==> src/sbp_pkg.sv <==
// Constants, selector codes and access kinds for the six-pin I/O port.
// Assumes one clock domain; every user of this package imports it whole.
package sbp_pkg;

   // ----------------------------------------------------------------
   // Widths and pin positions
   // ----------------------------------------------------------------
   localparam int DATA_W = 8;
   localparam int PIN_W = 6;
   localparam int IDX_W = 3;
   localparam int INPUT_ONLY_IDX = 3;
   localparam int IOC_ENABLE_BIT = 3;
   localparam logic [5:0] INPUT_ONLY_MASK = 6'h08;
   localparam logic [5:0] OSC_PIN_MASK = 6'h30;
   localparam logic [5:0] SHARED_FEATURE_MASK = 6'h0B;
   localparam logic [1:0] UNIMPL_BITS = 2'h0;

   // ----------------------------------------------------------------
   // Register selectors
   // ----------------------------------------------------------------
   localparam logic SEL_PORT_PIN_DATA = 1'b0;
   localparam logic SEL_PORT_PIN_DIRECTION = 1'b1;

   // ----------------------------------------------------------------
   // Values after reset
   // ----------------------------------------------------------------
   localparam logic [5:0] DIR_RESET = 6'h3F;
   localparam logic [5:0] LATCH_RESET = 6'h00;
   localparam logic [5:0] PIN_RESET = 6'h00;
   localparam logic [7:0] RDATA_RESET = 8'h00;

   // ----------------------------------------------------------------
   // Access kinds, one instruction each
   // ----------------------------------------------------------------
   typedef enum logic [2:0] {
      OP_IDLE = 3'b000,
      OP_READ = 3'b001,
      OP_WRITE = 3'b010,
      OP_BIT_SET = 3'b011,
      OP_BIT_CLR = 3'b100
   } sbp_op_t;

endpackage : sbp_pkg

==> src/sbp_port.sv <==
// Six-pin general purpose I/O port with direction control and change detection.
// Assumes the CPU issues one access per clock on reg_op_in and that the pin
// pads resolve pin_out/pin_oe_out/pullup_on_out into wire levels.
//
// Contract
// - Data register eight bits, six pins.
// - Data bits seven and six read zero.
// - Pin three input only, others configurable.
// - Direction one floats, zero drives latch.
// - Pin three direction always reads one.
// - Reset sets all direction bits.
// - Port read returns pin levels.
// - Output latch holds until rewritten.
// - Alternate-function pins read zero.
// - Pull-up and change on pins 0,1,3 together.
// - Change detection needs interrupt control bit 3.
// - External oscillator takes pins four, five.
// - Read-modify-write uses pins, writes whole latch.
// - Write at cycle end, read sampled first.
// - Analog pins read zero, still drive.
// - Open-drain pins pull low or float.
// - Change compares inputs with last read.
// - Access ends mismatch; mismatch keeps flag set.
// - Pull-ups off on outputs and after reset.
`timescale 1ns/100ps
module sbp_port (
   input wire logic sys_clk_in,
   input wire logic reset_in,
   input wire sbp_pkg::sbp_op_t reg_op_in,
   input wire logic reg_sel_in,
   input wire logic [sbp_pkg::DATA_W-1:0] reg_wdata_in,
   input wire logic [sbp_pkg::IDX_W-1:0] reg_bit_in,
   output logic [sbp_pkg::DATA_W-1:0] reg_rdata_out,
   input wire logic [sbp_pkg::PIN_W-1:0] alt_func_mask_in,
   input wire logic ext_osc_mode_in,
   input wire logic [sbp_pkg::PIN_W-1:0] analog_mask_in,
   input wire logic [sbp_pkg::PIN_W-1:0] open_drain_mask_in,
   input wire logic pullup_enable_in,
   input wire logic [7:0] interrupt_control_reg_in,
   input wire logic change_flag_clear_in,
   output logic port_change_flag_out,
   input wire logic [sbp_pkg::PIN_W-1:0] port_pins_five_to_zero_in,
   output logic [sbp_pkg::PIN_W-1:0] port_pins_five_to_zero_out,
   output logic [sbp_pkg::PIN_W-1:0] port_pins_five_to_zero_oe_out,
   output logic [sbp_pkg::PIN_W-1:0] pullup_on_out
);
   import sbp_pkg::*;

   // ----------------------------------------------------------------
   // Functions
   // ----------------------------------------------------------------
   function automatic logic [5:0] bit_onehot(input logic [2:0] idx);
      logic [5:0] m;
      m = '0;
      if (idx < 3'd6) begin
         m[idx] = 1'b1;
      end
      return m;
   endfunction : bit_onehot

   function automatic logic [5:0] modify(input logic [5:0] base, input sbp_op_t op,
                                         input logic [5:0] wval, input logic [5:0] m);
      logic [5:0] r;
      r = base;
      case (op)
         OP_WRITE: begin
            r = wval;
         end
         OP_BIT_SET: begin
            r = base | m;
         end
         OP_BIT_CLR: begin
            r = base & ~m;
         end
         default: begin
            r = base;
         end
      endcase
      return r;
   endfunction : modify

   // ----------------------------------------------------------------
   // Pin sampling
   // ----------------------------------------------------------------
   // Pins are sampled two flops late, so a read right after a write may still
   // see the old level; software keeps an unrelated instruction between them.
   logic [5:0] pin_sync;

   sbp_sync #(
      .WIDTH(PIN_W)
   ) u_sync (
      .sys_clk_in(sys_clk_in),
      .reset_in(reset_in),
      .async_in(port_pins_five_to_zero_in),
      .sync_out(pin_sync)
   );

   // ----------------------------------------------------------------
   // State
   // ----------------------------------------------------------------
   logic [5:0] dir_r;
   logic [5:0] dir_nxt;
   logic [5:0] latch_r;
   logic [5:0] latch_nxt;
   logic [5:0] last_read_r;
   logic [5:0] last_read_nxt;
   logic [7:0] rdata_nxt;
   logic flag_nxt;
   logic [5:0] pin_out_nxt;
   logic [5:0] pin_oe_nxt;
   logic [5:0] pullup_nxt;

   // ----------------------------------------------------------------
   // Decode
   // ----------------------------------------------------------------
   wire is_access = (reg_op_in != OP_IDLE);
   wire is_write = is_access && (reg_op_in != OP_READ);
   wire sel_data = (reg_sel_in == SEL_PORT_PIN_DATA);
   wire port_access = is_access && sel_data;
   wire data_write = is_write && sel_data;
   wire dir_write = is_write && !sel_data;
   wire [5:0] osc_mask = ext_osc_mode_in ? OSC_PIN_MASK : 6'h00;
   wire [5:0] overridden = alt_func_mask_in | osc_mask;
   wire [5:0] read_blocked = overridden | analog_mask_in;
   wire [5:0] port_view = pin_sync & ~read_blocked;
   wire [5:0] dir_view = dir_r | INPUT_ONLY_MASK;
   wire [5:0] base_word = sel_data ? port_view : dir_view;
   wire [5:0] bit_mask = bit_onehot(reg_bit_in);
   // Bit operations start from pin levels, so input pins get their live level
   // copied into the latch; this is the price of a single port address.
   wire [5:0] new_word = modify(base_word, reg_op_in, reg_wdata_in[5:0], bit_mask);
   wire ioc_enable = interrupt_control_reg_in[IOC_ENABLE_BIT];
   wire [5:0] ioc_watch = SHARED_FEATURE_MASK & dir_view & {6{ioc_enable}};
   wire mismatch = |((pin_sync ^ last_read_r) & ioc_watch) && !port_access;
   wire [5:0] drive = ~dir_view & ~overridden;

   // ----------------------------------------------------------------
   // Next values
   // ----------------------------------------------------------------
   assign latch_nxt = data_write ? new_word : latch_r;
   assign dir_nxt = dir_write ? (new_word | INPUT_ONLY_MASK) : dir_r;
   assign last_read_nxt = port_access ? pin_sync : last_read_r;
   assign rdata_nxt = (reg_op_in == OP_READ) ? {UNIMPL_BITS, base_word} : reg_rdata_out;
   // Set wins over a software clear while the mismatch lasts.
   assign flag_nxt = mismatch | (port_change_flag_out & ~change_flag_clear_in);
   assign pin_out_nxt = latch_r & ~open_drain_mask_in;
   assign pin_oe_nxt = drive & ~(open_drain_mask_in & latch_r);
   assign pullup_nxt = SHARED_FEATURE_MASK & dir_view & ~overridden & {6{pullup_enable_in}};

   // ----------------------------------------------------------------
   // Registers
   // ----------------------------------------------------------------
   always_ff @(posedge sys_clk_in) begin
      if (reset_in) begin
         dir_r <= DIR_RESET;
         latch_r <= LATCH_RESET;
         last_read_r <= PIN_RESET;
         reg_rdata_out <= RDATA_RESET;
         port_change_flag_out <= 1'b0;
      end else begin
         dir_r <= dir_nxt;
         latch_r <= latch_nxt;
         last_read_r <= last_read_nxt;
         reg_rdata_out <= rdata_nxt;
         port_change_flag_out <= flag_nxt;
      end
   end

   always_ff @(posedge sys_clk_in) begin
      if (reset_in) begin
         port_pins_five_to_zero_out <= PIN_RESET;
         port_pins_five_to_zero_oe_out <= PIN_RESET;
         pullup_on_out <= PIN_RESET;
      end else begin
         port_pins_five_to_zero_out <= pin_out_nxt;
         port_pins_five_to_zero_oe_out <= pin_oe_nxt;
         pullup_on_out <= pullup_nxt;
      end
   end
endmodule : sbp_port

==> src/sbp_sync.sv <==
// Two-flop synchroniser for the port pin levels.
// Assumes the pins are asynchronous to sys_clk_in.
`timescale 1ns/100ps
module sbp_sync #(
   parameter int WIDTH = 6
) (
   input wire logic sys_clk_in,
   input wire logic reset_in,
   input wire logic [WIDTH-1:0] async_in,
   output logic [WIDTH-1:0] sync_out
);
   logic [WIDTH-1:0] meta_r;

   always_ff @(posedge sys_clk_in) begin
      if (reset_in) begin
         meta_r <= '0;
         sync_out <= '0;
      end else begin
         meta_r <= async_in;
         sync_out <= meta_r;
      end
   end
endmodule : sbp_sync

==> config.mk <==
export PLATFORM = sky130hd
export DESIGN_NAME = sbp_port
export DESIGN_NICKNAME = d
export VERILOG_FILES = /design/src/sbp_pkg.sv /design/src/sbp_port.sv /design/src/sbp_sync.sv
export SDC_FILE = /design/constraint.sdc
export NUM_CORES = 1
export LEC_CHECK = 0
export ABC_CLOCK_PERIOD_IN_PS = 1600
export BUFFER_PORTS_ARGS = -buffer_cell sky130_fd_sc_hd__buf_2
export CAP_MARGIN = 20
export CORE_MARGIN = 3
export CORE_UTILIZATION = 43
export CTS_CLUSTER_SIZE = 16
export DETAILED_ROUTE_END_ITERATION = 10
export GPL_ROUTABILITY_DRIVEN = 0
export GPL_TIMING_DRIVEN = 0
export PLACE_DENSITY = 0.75
export REMOVE_ABC_BUFFERS = 1
export SYNTH_ARGS = -nofsm -noshare
export SYNTH_HDL_FRONTEND = slang
export SYNTH_SLANG_ARGS = --single-unit
==> constraint.sdc <==
create_clock -name sys_clk_in -period 1.6 [get_ports sys_clk_in]
set_input_delay 0.32 -clock sys_clk_in [delete_from_list [all_inputs] [get_ports sys_clk_in]]
set_output_delay 0.32 -clock sys_clk_in [all_outputs]
set_load 0.005 [all_outputs]
==> results of run 1 <==
[cell usage in the layout, fill, tap and decap left out, types with 4 or more instances in the layout]
| cell | n |
|---|---|
| sky130_fd_sc_hd__buf_2 | 63 |
| sky130_fd_sc_hd__dfxtp_1 | 47 |
| sky130_fd_sc_hd__nor2_1 | 23 |
| sky130_fd_sc_hd__a21oi_1 | 14 |
| sky130_fd_sc_hd__nor2b_1 | 13 |
| sky130_fd_sc_hd__nor3b_1 | 8 |
| sky130_fd_sc_hd__o21ai_0 | 7 |
| sky130_fd_sc_hd__clkbuf_8 | 7 |
| sky130_fd_sc_hd__nand2_1 | 6 |
| sky130_fd_sc_hd__nand2b_1 | 6 |
| sky130_fd_sc_hd__conb_1 | 6 |
| sky130_fd_sc_hd__mux2i_1 | 5 |
| sky130_fd_sc_hd__inv_1 | 4 |
[timing repair]
| action | in CTS | in global routing |
|---|---|---|
| endpoints found under the setup margin | 0 | 1 |
| gates resized for setup | 0 | 1 |
| hold buffers | 0 | 0 |
[stage by stage]
step	util, %	worst slack [ns]
after detailed placement	51.52	-0.1567
after global placement	51.52	-0.1181
after CTS	53.77	0.06748
after floorplan	-	0.1190
after global routing	53.86	0.01027
final	53.86	0.1022
[logic make-up after synthesis]
logic type             after synthesis
multiplexers                         5
flip-flops                          47
other                                1
AO/OA/AOI/OAI                       55
AND/OR/NAND/NOR                     80
XOR/XNOR                             3
buffers and inverters               23
[power groups by stage]
| stage | clock network (uW) | logic, uW | registers (uW) |
|---|---|---|---|
| 2_1_floorplan | 0 | 150 | 1280 |
| 3_3_place_gp | 0 | 287 | 1280 |
| 3_5_place_dp | 0 | 291 | 1280 |
| 4_1_cts | 783 | 292 | 1250 |
| 5_1_grt | 827 | 328 | 1260 |
| 6_report | 764 | 293 | 1250 |
[worst paths after layout]
kind / slack [ns] / to / from / depth (start not counted)
worst max-delay path: 0.10 / latch_r[1]$_SDFFE_PP0P_ / u_sync.sync_out[1]$_SDFF_PP0_ / 4
worst min-delay path: 0.17 / port_pins_five_to_zero_out[3]$_SDFF_PP0_ / open_drain_mask_in[3] / 2
worst max register to register: 0.10 / latch_r[1]$_SDFFE_PP0P_ / u_sync.sync_out[1]$_SDFF_PP0_ / 4
worst min register to register: 0.44 / u_sync.sync_out[2]$_SDFF_PP0_ / u_sync.meta_r[2]$_SDFF_PP0_ / 1
[synth_stat cells (all sizes together) (2+ instances only)]
cell and n:
a2111oi 3, a211oi 3, a21oi 14, a221o 2
a311oi 3, a32oi 2, and2 2, buf 14
clkbuf 5, dfxtp 47, inv 4, mux2i 5
nand2 6, nand2b 6, nand3b 3, nor2 23
nor2b 13, nor3 3, nor3b 8, nor4b 3
o21a 2, o21ai 10, o221ai 3, o22ai 2
or3 4, or3b 2, or4b 3, xor2 3
[layer usage]
layer | routed length (um) | vias up | global-route usage, % | share of wire, %
met5 | 0 | - | 0 | 0
met4 | 29 | 0 | 2.964 | 0.67
met3 | 300 | 4 | 3.784 | 7.0
met2 | 1937 | 65 | 23.23 | 45
met1 | 2044 | 752 | 21.03 | 47
li1 | - | 872 | - | -
[state kept, by name, indices dropped and copies added (netlist names)]
name / count
last_read_r: 3
latch_r: 6
pullup_on_out: 3
port_pins_five_to_zero_out: 6
u_sync.sync_out: 6
port_pins_five_to_zero_oe_out: 5
dir_r: 5
reg_rdata_out: 6
port_change_flag_out: 1
u_sync.meta_r: 6
[worst register-to-register path, delay by kind of cell, from the launching register on]
kind | cells | cell delay, ns
AOI/OAI and AO/OA | 3 | 0.98
DFF | 1 | 0.37
buffers and inverters | 1 | 0.06
[area by class of cell]
class                      count  share of cell area, %
timing repair buffer          63                  13.17
tap                           52                  2.718
sequential                    47                  39.31
inverter                       4                 0.6273
multi-input combinational    149                  39.99
clock buffer                   8                  4.182
==> impl_results.md, run 1 <==
- Maximum number of pins on one net before global-route repair: 47
- Post-synthesis share of cell area spent on and, or, nand and nor gates: 23.12%
- Clk slew on worst S/H paths: 0.08 ns
- Wire per inst: 13.35 um
- Initial drt markers: 135
- Num ports: 79
- DIE AREA: 5526 um2
- Post-route fraction of the period consumed by the critical path: 93.61%
- Power density relative to cell area: 965.3 nW/um2
- Antenna fix cells: 0
- Area share of the largest cell type after synthesis: 46.85%
- Height of the die: 74.34 um
- Combinational family with the most area after synthesis: simple AND/OR/NAND/NOR gates
- Status: complete, no violations
- Total number of H-tree levels: 2
- Clock tree from TritonCTS: done
- Width of the die: 74.34 um
- Share of synthesized area spent on multiplexers: 2.492%
- Endpoint kind of the worst setup timing path: register
- Time the worst path needs with I/O delays and setup: 1.498 ns
- Critical path type: register to register
- Number of cells in the design after placement: 315
- Layout Nets: 322
- Maximum VDD drop: 0.4758 mV
- Share of synthesized flip-flops with an asynchronous set or reset: 0%
- Top post-synthesis cells by area: sky130_fd_sc_hd__dfxtp_1, sky130_fd_sc_hd__nor2_1, sky130_fd_sc_hd__nor2b_1
- Final sum of negative setup slack: 0 ns
- Fraction of final layout cells with drive strength greater than 1: 28.41%
- Area growth, synth to finish: 19.19%
- Max Fanout on Critical Path: 5
- Final non-filler cell total: 323
- Total global routing overflow: 0
- Total chip power: 2310 uW
- Fraction of the mapped netlist area in adder cells: 0%
- Per-instance average area after synthesis: 9.384 um2
- Library cells used by synthesis: 49
- Overall fraction of global-route tracks in use: 14.89%
- Fin. max-slew vios: 0
- Longest individual stage delay on the worst path: 0.52 ns
- Relative slew slack: 48.89%
- Post-CTS Setup Inserts: 0
- Synth warnings: 0
- Initial cell density of the core: 45.19%
- Fraction of power consumed by the clock network: 33.1%
- Via count normalized by instance count: 5.241
- Slew at the pin with the worst max-slew slack: 0.7666 ns
- Final instance area: 2394 um2
- Seq. cell area: 940.9 um2
- Placement Cell Area: 2290 um2
- Number of buffers inserted by port buffering: 63
- Clock Path Buffers: 2
- Switching power of the nets: 556.2 uW
- Cells after Synth: 214
- Data arrival, critical path: 1.70 ns
- Final count of negative-setup-slack endpoints: 0
- Maximum Capacitance Violations: 0
- Count of buffering cells on the critical path with inverters included: 1
- Compound-Gate Fraction of Synth Area: 19.44%
- Hold Path Class: input pin to register
- Worst skew pair latency: 0.29 ns
- Clock Sinks: 47
- Number of placement rows: 24
- Cell taking the most area after synthesis: sky130_fd_sc_hd__dfxtp_1
- Worst hold slack: 0.1741 ns
- Synth Cell Area: 2008 um2
- Launching element type of the critical path: register
- Top FF cell, synth: sky130_fd_sc_hd__dfxtp_1
- Overall via count from detail_route: 1693
- Share of total power consumed by net switching: 24.07%
- Static leakage: 0.001022 uW
- Post-synthesis xor/xnor area fraction: 1.308%
- Global-route wire length before repair: 6458 um
- Worst path required time: 1.80 ns
- Combinational Power Share: 12.7%
- Area of the core: 4444 um2
- Cells traversed along the worst timing path: inv_1 -> o41ai_2 -> o221ai_1 -> a311oi_1
- Total area of multi-input combinational cells: 957.2 um2
- Kind of cell with the highest combined delay on the critical path: compound AO/OA/AOI/OAI gates
- Final routed DRC violation total: 0
- Sequential cell fraction of total power: 54.2%
- Crit path max-delay cell type: sky130_fd_sc_hd__o41ai_2
- RSZ-0062 raised after global routing: false
- Vias in the first global route: 1432
- Cell-internal power: 1754 uW
- Hold Vio Cnt, Final: 0
- Post-synthesis sequential element count: 47
- Overall routed net length: 4311 um
- Total clock buffers created by CTS: 5
- Number of antenna violations at the first check in global routing: 0
- Number of flops mapped to enable cells by yosys: 0
- Root buffer cell: sky130_fd_sc_hd__clkbuf_8
- Number of antenna-violating nets in the routed design: 0
- Filler instances: 398
- Sum of net half-perimeters after detailed placement: 3061 um
- Portion of the post-synthesis area used by sequential elements: 46.85%
- Maximum achievable frequency: 667.6 MHz
- Clock skew: 0.003386 ns
- Count of TritonRoute iterations in the first routing pass: 4
Power figures use the tool's default switching activity.
==> run 2: changes to the inputs <==
--- a/config.mk
+++ b/config.mk
@@ -14,7 +14,7 @@
 export DETAILED_ROUTE_END_ITERATION = 10
 export GPL_ROUTABILITY_DRIVEN = 0
 export GPL_TIMING_DRIVEN = 0
-export PLACE_DENSITY = 0.75
+export PLACE_DENSITY = 0.86
 export REMOVE_ABC_BUFFERS = 1
 export SYNTH_ARGS = -nofsm -noshare
 export SYNTH_HDL_FRONTEND = slang
==> impl_results.md, run 2 (same netlist as run 1, synthesis figures left out) <==
- Initial cell density of the core: 45.19% (unchanged)
- Maximum achievable frequency: 658.8 MHz (-1.3%)
- Number of placement rows: 24 (unchanged)
- Total global routing overflow: 0 (unchanged)
- Post-route fraction of the period consumed by the critical path: 94.87% (+1.3 points)
- Sequential cell fraction of total power: 55.7% (+1.5 points)
- Endpoint kind of the worst setup timing path: register
- Total number of H-tree levels: 2 (unchanged)
- Finished Core Util: 53.77% (-0.084 points)
- Fraction of power consumed by the clock network: 31.0% (-2.1 points)
- Launching element type of the critical path: register
- Count of TritonRoute iterations in the first routing pass: 4 (unchanged)
- Critical path type: register to register
- Setup Slack @ Placement: -0.1330 ns (+0.02375 ns)
- Height of the die: 74.34 um (unchanged)
- Share of total power consumed by net switching: 26.01% (+1.9 points)
- Clock Path Buffers: 2 (unchanged)
- Maximum Capacitance Violations: 0 (unchanged)
- Status: complete, no violations
- RSZ-0062 raised after global routing: false
- Clk slew on worst S/H paths: 0.08 ns (about the same)
- Slew at the pin with the worst max-slew slack: 0.7667 ns (+0.0001231 ns)
- Final non-filler cell total: 323 (unchanged)
- Number of cells in the design after placement: 315 (unchanged)
- Commonest cells after routing, fill and taps aside: sky130_fd_sc_hd__buf_2, sky130_fd_sc_hd__dfxtp_1, sky130_fd_sc_hd__nor2_1
- Area growth, synth to finish: 19.00%
- Worst path required time: 1.81 ns (about the same)
- Sum of net half-perimeters after detailed placement: 3190 um (+4.2%)
- Number of antenna violations at the first check in global routing: 0 (unchanged)
- Hold Path Class: input pin to register
- Wire per inst: 13.46 um (+0.86%)
- Min-Delay Startpoint: open_drain_mask_in[3]
- Overall via count from detail_route: 1750 (+3.4%)
- Fin. max-slew vios: 0 (unchanged)
- Num ports: 79 (unchanged)
- Maximum number of pins on one net before global-route repair: 47 (unchanged)
- Root buffer cell: sky130_fd_sc_hd__clkbuf_8
- Worst reg2reg path endpoint: latch_r[5]$_SDFFE_PP0P_
- Initial drt markers: 92 (-32%)
- Clock Sinks: 47 (unchanged)
- Power density relative to cell area: 942.0 nW/um2 (-2.4%)
- Relative slew slack: 48.88% (about the same)
- Final routed DRC violation total: 0 (unchanged)
- Clock skew: 0.006413 ns (+0.003027 ns)
- Number of resized instances in the post-cts repair step: 0 (unchanged)
- Maximum VDD drop: 0.4221 mV (-11%)
- Worst skew pair latency: 0.30 ns (about the same)
- Combinational Power Share: 13.3% (+0.6 points)
- Area of the core: 4444 um2 (unchanged)
- Switching power of the nets: 585.5 uW (+5.3%)
- Total clock buffers created by CTS: 5 (unchanged)
- Most common cell after layout, fill and taps aside: sky130_fd_sc_hd__buf_2
- Hold buffer count at cts: 0 (unchanged)
- Width of the die: 74.34 um (unchanged)
- Post-CTS Setup Inserts: 0 (unchanged)
- Data arrival, critical path: 1.72 ns (+0.02 ns)
- Static leakage: 0.001017 uW (-0.47%)
- Vias in the first global route: 1495 (+4.4%)
- Clock tree from TritonCTS: done
- Depth of the worst register-to-register path: 4 (unchanged)
- Hold path depth: 2 (unchanged)
- Number of antenna-violating nets in the routed design: 0 (unchanged)
- Hold Vio Cnt, Final: 0 (unchanged)
- Global-route wire length before repair: 6693 um (+3.6%)
- Via count normalized by instance count: 5.418 (+3.4%)
- Max Fanout on Critical Path: 2 (-3)
- Cell-internal power: 1666 uW (-5.1%)
- Antenna fix cells: 0 (unchanged)
- Overall fraction of global-route tracks in use: 15.72% (+0.83 points)
- Min-Delay Endpoint: port_pins_five_to_zero_out[3]$_SDFF_PP0_
- Final count of negative-setup-slack endpoints: 0 (unchanged)
- Layout Nets: 322 (unchanged)
- Overall routed net length: 4348 um (+0.86%)
- Time the worst path needs with I/O delays and setup: 1.518 ns (+0.02009 ns)
- DIE AREA: 5526 um2 (unchanged)
- Startpoint of the lowest-slack register-to-register path: u_sync.sync_out[5]$_SDFF_PP0_
- Setup slack of the most critical reg-to-reg path: 0.08 ns (-0.02 ns)
- Fin worst setup slack: 0.08211 ns (-0.02009 ns)
- Fraction of final layout cells with drive strength greater than 1: 28.41% (unchanged)
- Number of buffers inserted by port buffering: 63 (unchanged)
[run 2: cell count changes in the layout (fill, tap and decap cells not counted)]
cell / before / now
sky130_fd_sc_hd__o41ai_2: 1 / 0
sky130_fd_sc_hd__o21ai_1: 2 / 4
sky130_fd_sc_hd__clkinvlp_4: 0 / 2
sky130_fd_sc_hd__o21ai_2: 1 / 0
sky130_fd_sc_hd__clkbuf_1: 1 / 0
sky130_fd_sc_hd__clkinv_2: 0 / 1
sky130_fd_sc_hd__o41ai_4: 0 / 1
sky130_fd_sc_hd__clkbuf_8: 7 / 5
sky130_fd_sc_hd__o21ai_0: 7 / 6
[run 2: power by group through the flow]
stage / Combinational [uW] / Clock (uW) / Sequential, uW
final: 299 / 698 / 1250
after global routing: 335 / 763 / 1260
after CTS: 294 / 722 / 1250
after detailed placement: 293 / 0 / 1280
after global placement: 284 / 0 / 1280
after floorplan: 150 / 0 / 1280
[run 2: worst max-delay path by stage]
stage,slack (ns),end,startpoint,cells past startpoint
floorplan,0.12,latch_r[5]$_SDFFE_PP0P_,alt_func_mask_in[5],4
global placement,-0.10,latch_r[2]$_SDFFE_PP0P_,reg_sel_in,5
detailed placement,-0.13,dir_r[0]$_SDFFE_PP1P_,reg_op_in[1],5
CTS,0.02,latch_r[1]$_SDFFE_PP0P_,u_sync.sync_out[1]$_SDFF_PP0_,4
global route,0.03,dir_r[2]$_SDFFE_PP1P_,reg_sel_in,5
finish,0.08,latch_r[5]$_SDFFE_PP0P_,u_sync.sync_out[5]$_SDFF_PP0_,4
[run 2: cell type report]
type	count	area [um2]
Clock buffer	5	68.82
Clock inverter	3	20.02
Fill cell	420	2054
Inverter	4	15.01
Multi-Input combinational cell	149	964.7
Sequential cell	47	940.9
Tap cell	52	65.06
Timing Repair Buffer	63	315.3
[run 2: critical path, cell delays in order (launching register included)]
cell	delay (ns)
sky130_fd_sc_hd__dfxtp_1	0.31
sky130_fd_sc_hd__or4b_1	0.46
sky130_fd_sc_hd__o21ai_1	0.19
sky130_fd_sc_hd__o221ai_1	0.18
sky130_fd_sc_hd__a311oi_1	0.28
[run 2: metrics by stage]
| step | TNS [ns] | total power, uW | instance area (um2) | hold WS [ns] |
|---|---|---|---|---|
| 2_1_floorplan | 0 | 1427 | 1909 | 0.3891 |
| 3_3_place_gp | -0.6370 | 1564 | 2290 | 0.4165 |
| 3_5_place_dp | -1.006 | 1575 | 2290 | 0.4242 |
| 4_1_cts | 0 | 2270 | 2379 | 0.1700 |
| 5_1_grt | 0 | 2360 | 2390 | 0.1749 |
| 6_report | 0 | 2251 | 2390 | 0.1791 |
[run 2: metal layers]
layer  global-route usage (%)  part of all wire, %
met1                    20.78                   44
met2                    25.10                   48
met3                    4.459                  7.9
met4                    4.743                 0.76
met5                        0                    0
==> run 3: changes to the inputs <==
--- a/config.mk
+++ b/config.mk
@@ -8,13 +8,15 @@
 export ABC_CLOCK_PERIOD_IN_PS = 1600
 export BUFFER_PORTS_ARGS = -buffer_cell sky130_fd_sc_hd__buf_2
 export CAP_MARGIN = 20
+export CELL_PAD_IN_SITES_DETAIL_PLACEMENT = 1
+export CELL_PAD_IN_SITES_GLOBAL_PLACEMENT = 1
 export CORE_MARGIN = 3
-export CORE_UTILIZATION = 43
+export CORE_UTILIZATION = 31
 export CTS_CLUSTER_SIZE = 16
 export DETAILED_ROUTE_END_ITERATION = 10
 export GPL_ROUTABILITY_DRIVEN = 0
 export GPL_TIMING_DRIVEN = 0
-export PLACE_DENSITY = 0.86
+export PLACE_DENSITY = 0.85
 export REMOVE_ABC_BUFFERS = 1
 export SYNTH_ARGS = -nofsm -noshare
 export SYNTH_HDL_FRONTEND = slang
==> impl_results.md, run 3 (same netlist as run 1, synthesis figures left out) <==
- Commonest cells after routing, fill and taps aside: sky130_fd_sc_hd__buf_2, sky130_fd_sc_hd__dfxtp_1, sky130_fd_sc_hd__nor2_1
- Wire per inst: 15.41 um (+14%)
- Initial drt markers: 69 (-25%)
- Maximum achievable frequency: 669.1 MHz (+1.6%)
- Met2 usage in global routing: 24.20% (-0.90 points)
- Number of antenna-violating nets in the routed design: 0 (unchanged)
- Root buffer cell: sky130_fd_sc_hd__clkbuf_8
- Area of the core: 6096 um2 (+37%)
- Launching element type of the critical path: register
- Time the worst path needs with I/O delays and setup: 1.494 ns (-0.02344 ns)
- Global-route wire length before repair: 8673 um (+30%)
- Setup Slack @ Placement: -0.1724 ns (-0.03948 ns)
- Worst skew pair latency: 0.30 ns (about the same)
- Placement Cell Area: 2318 um2 (+1.3%)
- Min-Delay Startpoint: open_drain_mask_in[3]
- Power density relative to cell area: 954.4 nW/um2 (+1.3%)
- Total area of multi-input combinational cells: 968.4 um2 (+0.39%)
- Total global routing overflow: 0 (unchanged)
- Most common cell after layout, fill and taps aside: sky130_fd_sc_hd__buf_2
- Data arrival, critical path: 1.70 ns (-0.02 ns)
- Most utilized layer in the global route result: met2
- GR met3 Demand/Resource: 3.422% (-1.0 points)
- Final instance area: 2429 um2 (+1.6%)
- Count of TritonRoute iterations in the first routing pass: 4 (unchanged)
- Critical path type: register to register
- Clk slew on worst S/H paths: 0.09 ns (about the same)
- Post-route fraction of the period consumed by the critical path: 93.40% (-1.5 points)
- Hold Path Class: input pin to register
- Total clock buffers created by CTS: 5 (unchanged)
- Clock Path Buffers: 2 (unchanged)
- Layout Nets: 322 (unchanged)
- Fin. max-slew vios: 0 (unchanged)
- Clock Sinks: 47 (unchanged)
- Maximum VDD drop: 0.4883 mV (+16%)
- Sum of net half-perimeters after detailed placement: 3911 um (+23%)
- Total number of H-tree levels: 2 (unchanged)
- RSZ-0062 raised after global routing: false
- DIE AREA: 7480 um2 (+35%)
- Clock skew: 0.009207 ns (+0.002794 ns)
- Number of buffers inserted by port buffering: 63 (unchanged)
- Filler instances: 746 (+78%)
- Number of placement rows: 28 (+17%)
- Final count of negative-setup-slack endpoints: 0 (unchanged)
- Max Fanout on Critical Path: 2 (unchanged)
- Height of the die: 86.49 um (+16%)
- Final routed DRC violation total: 0 (unchanged)
- Slew at the pin with the worst max-slew slack: 0.7910 ns (+0.02427 ns)
- Fraction of final layout cells with drive strength greater than 1: 28.41% (unchanged)
- Endpoint kind of the worst setup timing path: register
- Met1 capacity usage during global routing: 18.45% (-2.3 points)
- Startpoint of the lowest-slack register-to-register path: u_sync.sync_out[5]$_SDFF_PP0_
- Overall fraction of global-route tracks in use: 14.68% (-1.0 points)
- Clock tree from TritonCTS: done
- Relative slew slack: 46.91% (-2.0 points)
- Vias in the first global route: 1815 (+21%)
- Via count normalized by instance count: 5.228 (-3.5%)
- Antenna fix cells: 0 (unchanged)
- Maximum number of pins on one net before global-route repair: 47 (unchanged)
- Width of the die: 86.49 um (+16%)
- Seq. cell area: 940.9 um2 (unchanged)
- Overall via count from detail_route: 1809 (+3.4%)
- Overall routed net length: 5332 um (+23%)
- Static leakage: 0.001026 uW (+0.83%)
- Depth of the worst register-to-register path: 4 (unchanged)
- Beginning of the critical path: u_sync.sync_out[5]$_SDFF_PP0_
- Hold Vio Cnt, Final: 0 (unchanged)
- Number of antenna violations at the first check in global routing: 0 (unchanged)
- Fin worst setup slack: 0.1055 ns (+0.02344 ns)
- Initial cell density of the core: 32.94% (-12 points)
- Status: complete, no violations
- Worst path required time: 1.81 ns (about the same)
- Maximum Capacitance Violations: 0 (unchanged)
- Area growth, synth to finish: 20.93%
- Num ports: 79 (unchanged)
- Hold path depth: 2 (unchanged)
## run 3: cell types whose count changed in the layout (fill, tap and decap cells not counted), sizes merged
cell      delta
clkinvlp     -2
clkbuf       +2
## run 3: cell type report
cell class	instances	share of cell area, %
multi-input combinational	149	39.88
tap	75	3.864
clock buffer	7	3.555
clock inverter	1	0.3606
timing repair buffer	63	12.98
inverter	4	0.6182
sequential	47	38.74
## run 3: routing by layer
metal	up-vias	routed length (um)
met2	64	2728
met3	4	338
met5	-	0
li1	867	-
met1	874	2209
met4	0	55
## run 3: final timing paths
path | endpoint | slack [ns]
max | latch_r[5]$_SDFFE_PP0P_ | 0.11
min | port_pins_five_to_zero_out[3]$_SDFF_PP0_ | 0.17
max reg2reg | latch_r[5]$_SDFFE_PP0P_ | 0.11
min reg2reg | u_sync.sync_out[1]$_SDFF_PP0_ | 0.45
## run 3: per-stage QoR
step / setup TNS [ns] / utilization, % / total power, uW / hold slack [ns] / std cells
global placement: -0.8899 / 38.03 / 1573 / 0.4182 / 338
detailed placement: -1.308 / 38.03 / 1587 / 0.4268 / 338
CTS: 0 / 39.59 / 2328 / 0.1596 / 346
finish: 0 / 39.84 / 2318 / 0.1723 / 346
global route: 0 / 39.84 / 2430 / 0.1631 / 346
floorplan: 0 / - / 1427 / 0.3891 / 200
## run 3: timing repair
item,4_1_cts,5_1_grt
resized for setup,0,3
buffers inserted,0,0
endpoints found under the setup margin,0,4
hold buffers,0,0
## run 3: worst max-delay path, cell delays in order (launching register included)
cell	delay, ns
sky130_fd_sc_hd__dfxtp_1	0.33
sky130_fd_sc_hd__or4b_1	0.49
sky130_fd_sc_hd__o21ai_2	0.17
sky130_fd_sc_hd__o311ai_1	0.16
sky130_fd_sc_hd__a311oi_1	0.27
## run 3: power by group
| part | leakage, uW | internal, uW | switching [uW] | total [uW] |
|---|---|---|---|---|
| sequential | 0.000385 | 1230 | 30.0 | 1260 |
| clock | 0.0000484 | 355 | 397 | 752 |
| combinational | 0.000592 | 137 | 173 | 311 |
| total | 0.00103 | 1720 | 601 | 2320 |
